## config.mk

```make
export PLATFORM = sky130hd
export DESIGN_NAME = csp_codec_serial_port
export DESIGN_NICKNAME = d
export VERILOG_FILES = /design/src/hw/csp_pkg.sv /design/src/hw/csp_codec_serial_port.sv /design/src/hw/csp_fifo.sv
export SDC_FILE = /design/constraint.sdc
export NUM_CORES = 1
export LEC_CHECK = 0
export ABC_AREA = 1
export ABC_CLOCK_PERIOD_IN_PS = 4930
export BUFFER_PORTS_ARGS = -buffer_cell sky130_fd_sc_hd__buf_2
export CORE_UTILIZATION = 35
export CTS_CLUSTER_DIAMETER = 60
export CTS_CLUSTER_SIZE = 8
export DETAILED_ROUTE_END_ITERATION = 16
export GPL_ROUTABILITY_DRIVEN = 0
export PLACE_DENSITY = 0.49
export RECOVER_POWER = 25
export SYNTH_ARGS = -nofsm -noshare
export SYNTH_HDL_FRONTEND = slang
export SYNTH_SLANG_ARGS = --single-unit
```

## constraint.sdc

```tcl
create_clock -name ref_clk -period 4.93 [get_ports ref_clk]
set_input_delay 0.493 -clock ref_clk [delete_from_list [all_inputs] [get_ports ref_clk]]
set_output_delay 0.493 -clock ref_clk [all_outputs]
set_load 0.01 [all_outputs]
```

## src/hw/csp_pkg.sv

```systemverilog
// Shared constants of the codec serial port and its clock dividers.
// Assumes one reference clock at twice the master clock pin rate.
package csp_pkg;

  // ********************************
  // Control register bank
  // ********************************
  localparam int CSP_NUM_REGS = 5;
  localparam logic [2:0] CSP_REG_A = 3'h0;
  localparam logic [2:0] CSP_REG_B = 3'h1;
  localparam logic [2:0] CSP_REG_C = 3'h2;
  localparam logic [2:0] CSP_REG_D = 3'h3;
  localparam logic [7:0] CSP_REG_RESET = 8'h00;

  // Field positions
  localparam int CRA_DATA_MODE_BIT = 0;
  localparam int CRA_MIXED_BIT = 1;
  localparam int CRA_SW_RESET_BIT = 7;
  localparam int CRB_SRATE_LSB = 0;
  localparam int CRB_SCLK_LSB = 2;
  localparam int CRB_MDIV_LSB = 4;
  localparam int CRC_REF_OUT_BIT = 6;
  localparam int CRC_HIGH_REF_BIT = 7;
  localparam int CRD_GAIN_LSB = 4;
  localparam int CRD_MUTE_BIT = 7;

  // Control word layout
  localparam int CW_FLAG_BIT = 15;
  localparam int CW_RW_BIT = 14;
  localparam int CW_DEV_LSB = 11;
  localparam int CW_SEL_LSB = 8;

  // ********************************
  // Clocking and timing
  // ********************************
  localparam int CSP_REF_CLK_HZ = 20_000_000;
  localparam int CSP_RESET_DIVIDED_DEVICE_CLOCK = 4;
  localparam logic [3:0] CSP_RESET_HALF_LAST = 4'(2 * CSP_RESET_DIVIDED_DEVICE_CLOCK - 1);
  localparam logic [2:0] CSP_MDIV_MAX_CODE = 3'h4;
  localparam logic [12:0] CSP_SAMPLE_HALF_BASE = 13'h0200;
  localparam logic [3:0] CSP_LAST_BIT = 4'hF;
  localparam logic signed [4:0] CSP_GAIN_TOP_DB = 5'sh06;
  localparam logic [15:0] CSP_WORD_RESET = 16'h0000;

  // ********************************
  // Port sequencer states
  // ********************************
  typedef enum logic [1:0] {
    CSP_ST_IDLE = 2'b00,
    CSP_ST_SHIFT = 2'b01,
    CSP_ST_RESET = 2'b10
  } csp_state_t;

endpackage

```

## src/hw/csp_codec_serial_port.sv

```systemverilog
// Codec serial port: clock dividers, shared shift register, control bank.
// Assumes ref_clk runs at twice the master clock pin rate, so one
// master clock period is two ref_clk cycles.
//
// Contract
// - Gain code selects +6 down to -15 dB
// - Mute bit silences differential output
// - Reference bit picks 1.2 or 2.4 V
// - Buffered reference output enabled by bit
// - One bit per serial clock, MSB first
// - Mode bit picks control or data mode
// - Data mode moves only DAC/ADC samples
// - Mixed mode: MSB flags control or sample
// - Sample event overwrites shared shift register
// - Serial rate bounds words per sample
// - Master divider code gives divide 1 to 5
// - Serial divider gives /8, /4, /2, /1
// - Slowest serial rate limits cascade to two
// - Cascade of up to eight codecs
// - Register writes land on serial falling edge
// - Five 8-bit registers, DAC and ADC words
// - Control word flag, rw, address, select, data
// - Nonzero address decremented and forwarded
// - Read fills data field, word sent out
// - Resets clear registers, take four cycles
`timescale 1ns/1ps
`default_nettype none
module csp_codec_serial_port
  import csp_pkg::*;
(
  input wire logic ref_clk,
  input wire logic arst_n,
  input wire logic sdi,
  input wire logic sdifs,
  input wire logic [15:0] adc_sample,
  input wire logic dac_load_enable,
  input wire logic overrun_clear,
  output logic sclk_out,
  output logic sdo,
  output logic output_frame_sync,
  output logic [15:0] dac_sample,
  output logic dac_update,
  output logic adc_taken,
  output logic dac_fifo_ready,
  output logic dac_overrun,
  output logic [2:0] output_gain_sel,
  output logic signed [4:0] output_gain_db,
  output logic output_mute,
  output logic high_reference_select,
  output logic reference_out_enable,
  output logic data_program_select,
  output logic mixed_mode,
  output logic port_in_reset
);

  // ********************************
  // State
  // ********************************
  logic [7:0] ctrl_reg [CSP_NUM_REGS];
  csp_state_t state;
  logic [2:0] mcnt, scnt;
  logic [11:0] samp_cnt;
  logic [3:0] rst_cnt, bit_cnt;
  logic [15:0] shift_reg;
  logic rx_framed, sample_due, fwd_pending;

  // ********************************
  // Register fields
  // ********************************
  wire [7:0] control_reg_a, control_reg_b, crc, control_reg_d;
  wire [2:0] mdiv_code;
  wire [1:0] sclk_code, srate_code;
  wire data_mode, mix_mode;
  // Field taps on the bank
  assign control_reg_a = ctrl_reg[CSP_REG_A];
  assign control_reg_b = ctrl_reg[CSP_REG_B];
  assign crc = ctrl_reg[CSP_REG_C];
  assign control_reg_d = ctrl_reg[CSP_REG_D];
  assign mdiv_code = control_reg_b[CRB_MDIV_LSB +: 3];
  assign sclk_code = control_reg_b[CRB_SCLK_LSB +: 2];
  assign srate_code = control_reg_b[CRB_SRATE_LSB +: 2];
  assign data_mode = control_reg_a[CRA_DATA_MODE_BIT];
  assign mix_mode = control_reg_a[CRA_DATA_MODE_BIT] & control_reg_a[CRA_MIXED_BIT];

  // ********************************
  // Clock dividers
  // ********************************
  wire [2:0] mdiv_last, sdiv_last;
  wire [12:0] samp_len;
  wire [11:0] samp_last;
  wire dm_half, sclk_edge, sclk_rise, sclk_fall, samp_wrap;
  // Master divide: codes above four fall back to divide by one
  assign mdiv_last = (mdiv_code > CSP_MDIV_MAX_CODE) ? 3'h0 : mdiv_code;
  // Serial clock half period in internal half periods
  assign sdiv_last = 3'(4'h8 >> sclk_code) - 3'h1;
  // Sample period grows from 256 up to 2048 internal periods
  assign samp_len = CSP_SAMPLE_HALF_BASE << (2'h3 - srate_code); // /8 sclk at /256 fits two words
  assign samp_last = 12'(samp_len - 13'h0001);
  // Compare with >= so a divider change mid-count cannot hang the counter
  assign dm_half = (mcnt >= mdiv_last);
  assign sclk_edge = dm_half && (scnt >= sdiv_last);
  assign sclk_rise = sclk_edge && !sclk_out;
  assign sclk_fall = sclk_edge && sclk_out;
  assign samp_wrap = dm_half && (samp_cnt >= samp_last);

  // ********************************
  // Inbound word decode
  // ********************************
  wire [15:0] rx_word, fwd_word, dac_word, fifo_out_data;
  wire [2:0] dev_addr, reg_sel;
  wire [7:0] rd_data;
  wire [CSP_NUM_REGS-1:0] wr_en;
  wire dev_zero, is_read, last_bit, act, is_ctrl, is_data, fwd_need, sw_reset;
  wire dac_push, fifo_in_ready, fifo_out_valid, dac_pop;
  // Newest bit enters at the bottom, so the first bit ends up on top
  assign rx_word = {shift_reg[14:0], sdi};
  assign dev_addr = rx_word[CW_DEV_LSB +: 3];
  assign reg_sel = rx_word[CW_SEL_LSB +: 3];
  assign dev_zero = (dev_addr == 3'h0);
  assign is_read = rx_word[CW_RW_BIT];
  assign last_bit = (state == CSP_ST_SHIFT) && sclk_fall && (bit_cnt == CSP_LAST_BIT);
  // A word counts only when the host framed it inside our frame
  assign act = last_bit && rx_framed;
  // Program mode: flag set means control; data mode: only samples
  assign is_ctrl = (!data_mode || mix_mode) && rx_word[CW_FLAG_BIT];
  assign is_data = data_mode && !(mix_mode && rx_word[CW_FLAG_BIT]);
  // Reserved selects read back as zero
  assign rd_data = (reg_sel < 3'(CSP_NUM_REGS)) ? ctrl_reg[reg_sel] : 8'h00;
  // Addressed elsewhere: count down and pass along, else answer a read
  assign fwd_word = !dev_zero ? {rx_word[15:14], 3'(dev_addr - 3'h1), rx_word[10:0]}
                              : {rx_word[15:8], rd_data};
  assign fwd_need = act && is_ctrl && (!dev_zero || is_read);
  assign sw_reset = wr_en[CSP_REG_A] && rx_word[CRA_SW_RESET_BIT];
  // Mixed mode keeps 15 bits and pads the bottom
  assign dac_word = mix_mode ? {rx_word[14:0], 1'b0} : rx_word;
  assign dac_push = act && is_data;
  assign dac_pop = samp_wrap && dac_load_enable;

  // ********************************
  // Outbound word and frame start
  // ********************************
  wire [15:0] adc_word, start_word;
  wire frame_start, sample_take;
  // Mixed mode flags samples with a clear MSB
  assign adc_word = mix_mode ? {1'b0, adc_sample[15:1]} : adc_sample;
  // Frames start only from our own frame sync, never from the host
  assign frame_start = (state == CSP_ST_IDLE) && sclk_rise && (sample_due || fwd_pending);
  assign sample_take = frame_start && sample_due;
  // Sample wins the slot and overwrites a waiting forward word
  assign start_word = sample_due ? adc_word : shift_reg;

  // ********************************
  // DAC buffer
  // ********************************
  // Host words wait here until the sample event loads them
  csp_fifo #(.WIDTH(16), .DEPTH(8)) u_dac_fifo (.ref_clk(ref_clk), .arst_n(arst_n), .in_valid(dac_push),
    .in_ready(fifo_in_ready), .in_data(dac_word), .out_valid(fifo_out_valid), .out_ready(dac_pop),
    .out_data(fifo_out_data));

  // ********************************
  // Control register bank
  // ********************************
  // Write strobes on the serial falling edge; software reset clears the whole bank
  genvar gi;
  generate
    for (gi = 0; gi < CSP_NUM_REGS; gi++)
    begin : g_reg
      assign wr_en[gi] = act && is_ctrl && dev_zero && !is_read && (reg_sel == 3'(gi));
      always_ff @(posedge ref_clk or negedge arst_n)
      begin
        if (!arst_n)
          ctrl_reg[gi] <= CSP_REG_RESET;
        else if (sw_reset)
          ctrl_reg[gi] <= CSP_REG_RESET;
        else if (wr_en[gi])
          ctrl_reg[gi] <= rx_word[7:0];
      end
    end
  endgenerate

  // ********************************
  // Divider counters
  // ********************************
  // Serial clock runs free, so the host always sees a clock
  always_ff @(posedge ref_clk or negedge arst_n)
  begin
    if (!arst_n)
    begin
      mcnt <= 3'h0;
      scnt <= 3'h0;
      samp_cnt <= 12'h000;
      sclk_out <= 1'b0;
    end
    else
    begin
      mcnt <= dm_half ? 3'h0 : 3'(mcnt + 3'h1);
      if (dm_half)
        scnt <= sclk_edge ? 3'h0 : 3'(scnt + 3'h1);
      if (dm_half)
        samp_cnt <= samp_wrap ? 12'h000 : 12'(samp_cnt + 12'h001);
      if (sclk_edge)
        sclk_out <= !sclk_out;
    end
  end

  // ********************************
  // Port sequencer
  // ********************************
  // Reset hold counts internal half periods: four full internal cycles
  always_ff @(posedge ref_clk or negedge arst_n)
  begin
    if (!arst_n)
    begin
      state <= CSP_ST_RESET;
      rst_cnt <= 4'h0;
      bit_cnt <= 4'h0;
      rx_framed <= 1'b0;
    end
    else if (sw_reset)
    begin
      state <= CSP_ST_RESET;
      rst_cnt <= 4'h0;
      bit_cnt <= 4'h0;
      rx_framed <= 1'b0;
    end
    else
    begin
      case (state)
        CSP_ST_RESET:
        begin
          if (dm_half)
            rst_cnt <= 4'(rst_cnt + 4'h1);
          if (dm_half && rst_cnt == CSP_RESET_HALF_LAST)
            state <= CSP_ST_IDLE;
        end
        CSP_ST_IDLE:
        begin
          bit_cnt <= 4'h0;
          if (frame_start)
            state <= CSP_ST_SHIFT;
        end
        CSP_ST_SHIFT:
        begin
          if (sclk_fall)
          begin
            bit_cnt <= 4'(bit_cnt + 4'h1);
            if (bit_cnt == 4'h0)
              rx_framed <= sdifs;
            if (bit_cnt == CSP_LAST_BIT)
              state <= CSP_ST_IDLE;
          end
        end
        default:
          state <= CSP_ST_IDLE;
      endcase
    end
  end

  // ********************************
  // Shared shift register
  // ********************************
  // One register for both directions; inbound replaces outbound bit by bit
  always_ff @(posedge ref_clk or negedge arst_n)
  begin
    if (!arst_n)
      shift_reg <= CSP_WORD_RESET;
    else if (frame_start)
      shift_reg <= start_word;
    else if (fwd_need)
      shift_reg <= fwd_word;
    else if (state == CSP_ST_SHIFT && sclk_fall)
      shift_reg <= rx_word;
  end

  // Pending sample and forward requests; a new sample beats the consume
  always_ff @(posedge ref_clk or negedge arst_n)
  begin
    if (!arst_n)
    begin
      sample_due <= 1'b0;
      fwd_pending <= 1'b0;
    end
    else
    begin
      sample_due <= !sw_reset && (samp_wrap || (sample_due && !sample_take));
      fwd_pending <= !sw_reset && (fwd_need || (fwd_pending && !frame_start));
    end
  end

  // ********************************
  // Serial output pins
  // ********************************
  // Drive on the rising edge so the host samples on the falling one
  always_ff @(posedge ref_clk or negedge arst_n)
  begin
    if (!arst_n)
    begin
      sdo <= 1'b0;
      output_frame_sync <= 1'b0;
    end
    else if (sclk_rise)
    begin
      sdo <= frame_start ? start_word[15] : ((state == CSP_ST_SHIFT) ? shift_reg[15] : 1'b0);
      output_frame_sync <= frame_start;
    end
  end

  // ********************************
  // DAC load and buffer status
  // ********************************
  // Without a fresh word the previous sample simply stays
  always_ff @(posedge ref_clk or negedge arst_n)
  begin
    if (!arst_n)
    begin
      dac_sample <= CSP_WORD_RESET;
      dac_update <= 1'b0;
      adc_taken <= 1'b0;
      dac_fifo_ready <= 1'b0;
      dac_overrun <= 1'b0;
    end
    else
    begin
      if (dac_pop && fifo_out_valid)
        dac_sample <= fifo_out_data;
      dac_update <= dac_pop && fifo_out_valid;
      adc_taken <= sample_take;
      dac_fifo_ready <= fifo_in_ready;
      // A word arriving to a full buffer is dropped; set beats clear
      dac_overrun <= (dac_push && !fifo_in_ready) || (dac_overrun && !overrun_clear);
    end
  end

  // ********************************
  // Analog control decode
  // ********************************
  wire signed [4:0] next_gain_db;
  // Each code step lowers the gain by 3 dB
  assign next_gain_db = CSP_GAIN_TOP_DB - 5'(3 * control_reg_d[CRD_GAIN_LSB +: 3]);

  // Registered copies for the analog section
  always_ff @(posedge ref_clk or negedge arst_n)
  begin
    if (!arst_n)
    begin
      output_gain_sel <= 3'h0;
      output_gain_db <= CSP_GAIN_TOP_DB;
      output_mute <= 1'b0;
      high_reference_select <= 1'b0;
      reference_out_enable <= 1'b0;
      data_program_select <= 1'b0;
      mixed_mode <= 1'b0;
      port_in_reset <= 1'b1;
    end
    else
    begin
      output_gain_sel <= control_reg_d[CRD_GAIN_LSB +: 3];
      output_gain_db <= next_gain_db;
      output_mute <= control_reg_d[CRD_MUTE_BIT];
      high_reference_select <= crc[CRC_HIGH_REF_BIT];
      reference_out_enable <= crc[CRC_REF_OUT_BIT];
      data_program_select <= data_mode;
      mixed_mode <= mix_mode;
      port_in_reset <= (state == CSP_ST_RESET) || sw_reset;
    end
  end

endmodule
`default_nettype wire

```

## src/hw/csp_fifo.sv

```systemverilog
// Small FIFO with registered read data, valid and ready on both sides.
// Assumes DEPTH is a power of two; pointers wrap naturally.
`timescale 1ns/1ps
`default_nettype none
module csp_fifo
  import csp_pkg::*;
#(
  parameter int WIDTH = 16,
  parameter int DEPTH = 8
)
(
  input wire logic ref_clk,
  input wire logic arst_n,
  input wire logic in_valid,
  output logic in_ready,
  input wire logic [WIDTH-1:0] in_data,
  output logic out_valid,
  input wire logic out_ready,
  output logic [WIDTH-1:0] out_data
);

  localparam int AW = $clog2(DEPTH);

  logic [WIDTH-1:0] mem [DEPTH];
  logic [AW-1:0] wr_ptr;
  logic [AW-1:0] rd_ptr;
  logic [AW:0] count;
  wire push;
  wire pop;
  wire [AW-1:0] next_rd_ptr;

  // Handshake terms
  assign in_ready = (count != (AW+1)'(DEPTH));
  assign out_valid = (count != '0);
  assign push = in_valid & in_ready;
  assign pop = out_valid & out_ready;
  assign next_rd_ptr = pop ? AW'(rd_ptr + 1'b1) : rd_ptr;

  // Storage carries no reset to keep it a plain memory
  always_ff @(posedge ref_clk)
  begin
    if (push)
      mem[wr_ptr] <= in_data;
  end

  // Pointers, fill level and head register; bypass when the head is being written
  always_ff @(posedge ref_clk or negedge arst_n)
  begin
    if (!arst_n)
    begin
      wr_ptr <= '0;
      rd_ptr <= '0;
      count <= '0;
      out_data <= '0;
    end
    else
    begin
      wr_ptr <= push ? AW'(wr_ptr + 1'b1) : wr_ptr;
      rd_ptr <= next_rd_ptr;
      count <= (AW+1)'(count + push - pop);
      out_data <= (push && wr_ptr == next_rd_ptr) ? in_data : mem[next_rd_ptr];
    end
  end

endmodule
`default_nettype wire

```

==> impl_metrics.env <==
export IMPL_crit_required_ps=5330
export IMPL_cp_endpoint="u_dac_fifo.count[2]$_DFF_PN0_"
export IMPL_syn_inst=1432
export IMPL_critPathKind="flop to flop"
export IMPL_grt_overflow_total=0
export IMPL_power_density_mw_per_mm2=332
export IMPL_finClkSkew_ps=19.1
export IMPL_synth_edf_count=128
export IMPL_syn_to_final_growth_pct=15.6
export IMPL_leakagePower_nw=7.26
export IMPL_synth_net_count=1486
export IMPL_hpwl_um=22200
export IMPL_wl_met3_um=1340
export IMPL_highest_layer="met4"
export IMPL_max_freq_mhz=263
export IMPL_grt_pass1_wl_um=55400
export IMPL_outcome="finished with violations"
export IMPL_drive_above_1_share=0.119
export IMPL_hold_violations=0
export IMPL_slew_headroom=-0.709
export IMPL_row_count=70
export IMPL_violations="capacitance limit, slew limit"
export IMPL_r2r_end="u_dac_fifo.count[2]$_DFF_PN0_"
export IMPL_largest_register_ffs=128
export IMPL_synth_avg_cell_area_sq_um=9.22
export IMPL_ctsHoldBuffers=0
export IMPL_drtIter0Drc=632
export IMPL_yosysUniqueCellTypes=44
export IMPL_tightest_slew_ps=2560
export IMPL_clk_latency_ps=530
export IMPL_cts_tree="built"
export IMPL_drt_pass1_iterations=6
export IMPL_synth_area_sq_mm=0.0132
export IMPL_vias=9973
export IMPL_post_route_drc_count=0
export IMPL_clk_path_buf_depth=3
export IMPL_p_int_mw=4.05
export IMPL_hold_ws_ps=158
export IMPL_seqPwrFrac=0.474
export IMPL_combPwrFrac=0.009
export IMPL_ys_warn_count=0
export IMPL_die_w_um=196
export IMPL_p_clk_frac=0.517
export IMPL_core_region_area_sq_mm=0.0369
export IMPL_ant_nets=0
export IMPL_crit_start="control_reg_b[4]$_DFFE_PN0P_"
export IMPL_postCtsSetupBuffers=0
export IMPL_io_pins=59
export IMPL_cts_resized_gates=0
export IMPL_final_setup_tns_ps=0
export IMPL_critPathCaptureType="flop"
export IMPL_clock_sinks=277
export IMPL_crit_path_start_kind="flop"
export IMPL_wl_met2_um=16100
export IMPL_dieArea_sq_mm=0.0385
export IMPL_routed_wl_um=35000
export IMPL_clkTransAtPathRegs_ps=50
export IMPL_final_fill_count=3689
export IMPL_vdd_drop_max_v=0.000218
export IMPL_htreeDepth=2
export IMPL_insertedDiodeCount=0
export IMPL_reg2reg_setup_slack_ps=1130
export IMPL_grt_max_degree=92
export IMPL_p_switching_mw=1.02
export IMPL_antenna_found_initial=0
export IMPL_setup_violations=0
export IMPL_rsz0062_at_grt="no"
export IMPL_cts_root_buffer="clkbuf_16"
export IMPL_drv_slew=154
export IMPL_initial_core_util=0.358
export IMPL_switching_share=0.202
export IMPL_post_route_util=0.414
export IMPL_largest_register="u_dac_fifo.mem"
export IMPL_nets=1552
export IMPL_fin_crit_ps=3800
export IMPL_portBuffers=58
export IMPL_ff2ff_path_depth=13
export IMPL_r2r_start="control_reg_b[4]$_DFFE_PN0P_"
export IMPL_synth_flop_cell="dfrtp_1"
export IMPL_maxCapViolations=3
export IMPL_min_path_type="input pin to flop"
export IMPL_async_flop_share=0.538
export IMPL_crit_arrival_ps=4190
export IMPL_final_cells=2031
export IMPL_ys_seq_elements=277
export IMPL_grt_usage=0.187
export IMPL_finalCritPeriodShare=0.770
export IMPL_numCtsBuffers=41
export IMPL_seq_area_frac_synth=0.574
export IMPL_path_max_fanout=22
export IMPL_grt_pass1_vias=9659
export IMPL_wire_per_inst_um=17.2
export IMPL_dpl_cell_count=1959
export IMPL_wl_met1_um=16600
export IMPL_via_per_inst=4.91
export IMPL_dieHeight_um=196
synth_stat cells (4+ instances only):
| cell type | count | share of area |
|---|---|---|
| nand2_1 | 363 | 0.10 |
| nand3_1 | 206 | 0.078 |
| inv_1 | 169 | 0.048 |
| dfrtp_1 | 145 | 0.27 |
| edfxtp_1 | 128 | 0.29 |
| nor2_1 | 53 | 0.015 |
| a21oi_1 | 47 | 0.018 |
| o21ai_1 | 38 | 0.014 |
| o21ai_0 | 35 | 0.013 |
| buf_2 | 33 | 0.013 |
| nand3b_1 | 33 | 0.019 |
| ha_1 | 30 | 0.028 |
| nand4_1 | 25 | 0.012 |
| clkbuf_1 | 21 | 0.0060 |
| nor3_1 | 17 | 0.0064 |
| nand2_2 | 10 | 0.0047 |
| o22ai_1 | 8 | 0.0038 |
| inv_2 | 7 | 0.0020 |
| nand3_2 | 6 | 0.0045 |
| xor2_1 | 6 | 0.0040 |
| xnor2_1 | 5 | 0.0033 |
| dfstp_2 | 4 | 0.0080 |
| mux2i_1 | 4 | 0.0030 |
| nor2_4 | 4 | 0.0034 |
| or2_2 | 4 | 0.0019 |
worst max-delay path: stages, from the launching register on:
cell      delay, ps
dfrtp_1         370
inv_1           110
nand2_1          60
a21oi_1         130
ha_1            250
o21ai_2         140
nand2_2         280
nand3_2         490
clkinv_1        540
ha_1            470
inv_1            40
ha_1            200
fa_1            390
xor2_1          170
worst min-delay path by stage:
| stage | slack, ps | cells past startpoint | end | start |
|---|---|---|---|---|
| after floorplan | 200 | 0 | adc_taken$_DFF_PN0_ | arst_n |
| after global placement | 400 | 0 | reference_out_enable$_DFF_PN0_ | crc[6]$_DFFE_PN0P_ |
| after detailed placement | 400 | 0 | reference_out_enable$_DFF_PN0_ | crc[6]$_DFFE_PN0P_ |
| after CTS | 120 | 1 | dac_sample[3]$_DFFE_PN0P_ | arst_n |
| after global routing | 130 | 2 | dac_overrun$_DFF_PN0_ | overrun_clear |
| final | 160 | 2 | dac_overrun$_DFF_PN0_ | overrun_clear |
area by class of cell:
class                           count  area (sq um)  area share
Clock buffer                       70          1200      0.0784
Inverter                          179           672      0.0440
Clock inverter                      2          16.3     0.00107
Tap cell                          504           631      0.0413
Timing Repair Buffer               83           470      0.0308
Multi-Input combinational cell    916          4700       0.308
Sequential cell                   277          7580       0.496
layer usage:
metal,vias to the layer above,GRT usage
met5,-,0
met4,0,0.0631
met3,53,0.0280
met2,206,0.302
met1,4827,0.257
li1,4887,-
cells by family (layout without fill, tap and decap cells):
group           Yosys count  in the layout  synth area share
compound gates          137            137            0.0550
mux                       4              4           0.00303
flops                   277            277             0.574
simple gates            732            732             0.256
fa+ha+maj                32             32            0.0315
xor+xnor                 11             11           0.00730
buf+inv                 239            334            0.0731
through the flow:
step	setup slack, ps	instance area [sq um]	total power [mW]
after floorplan	1550	13200	2.45
after global placement	1230	14100	2.50
after detailed placement	1140	14100	2.50
after CTS	1080	15300	5.15
after global routing	728	15300	5.25
final	1130	15300	5.07
cells in the final DEF (no fill, tap or decap), drive strengths merged, types with 27 or more instances in the layout:
master	instances
a21oi	47
buf	80
clkbuf	73
dfrtp	145
edfxtp	128
ha	30
inv	177
nand2	376
nand3	213
nand3b	33
nand4	27
nor2	58
o21ai	75
power groups by stage:
stage | clock network [mW] | logic (mW) | registers [mW]
after floorplan | 0 | 0.00660 | 2.45
after global placement | 0 | 0.0484 | 2.45
after detailed placement | 0 | 0.0484 | 2.45
after CTS | 2.70 | 0.0484 | 2.41
after global routing | 2.79 | 0.0525 | 2.40
final | 2.62 | 0.0445 | 2.41
No activity file was read; power rests on OpenSTA's default activity.
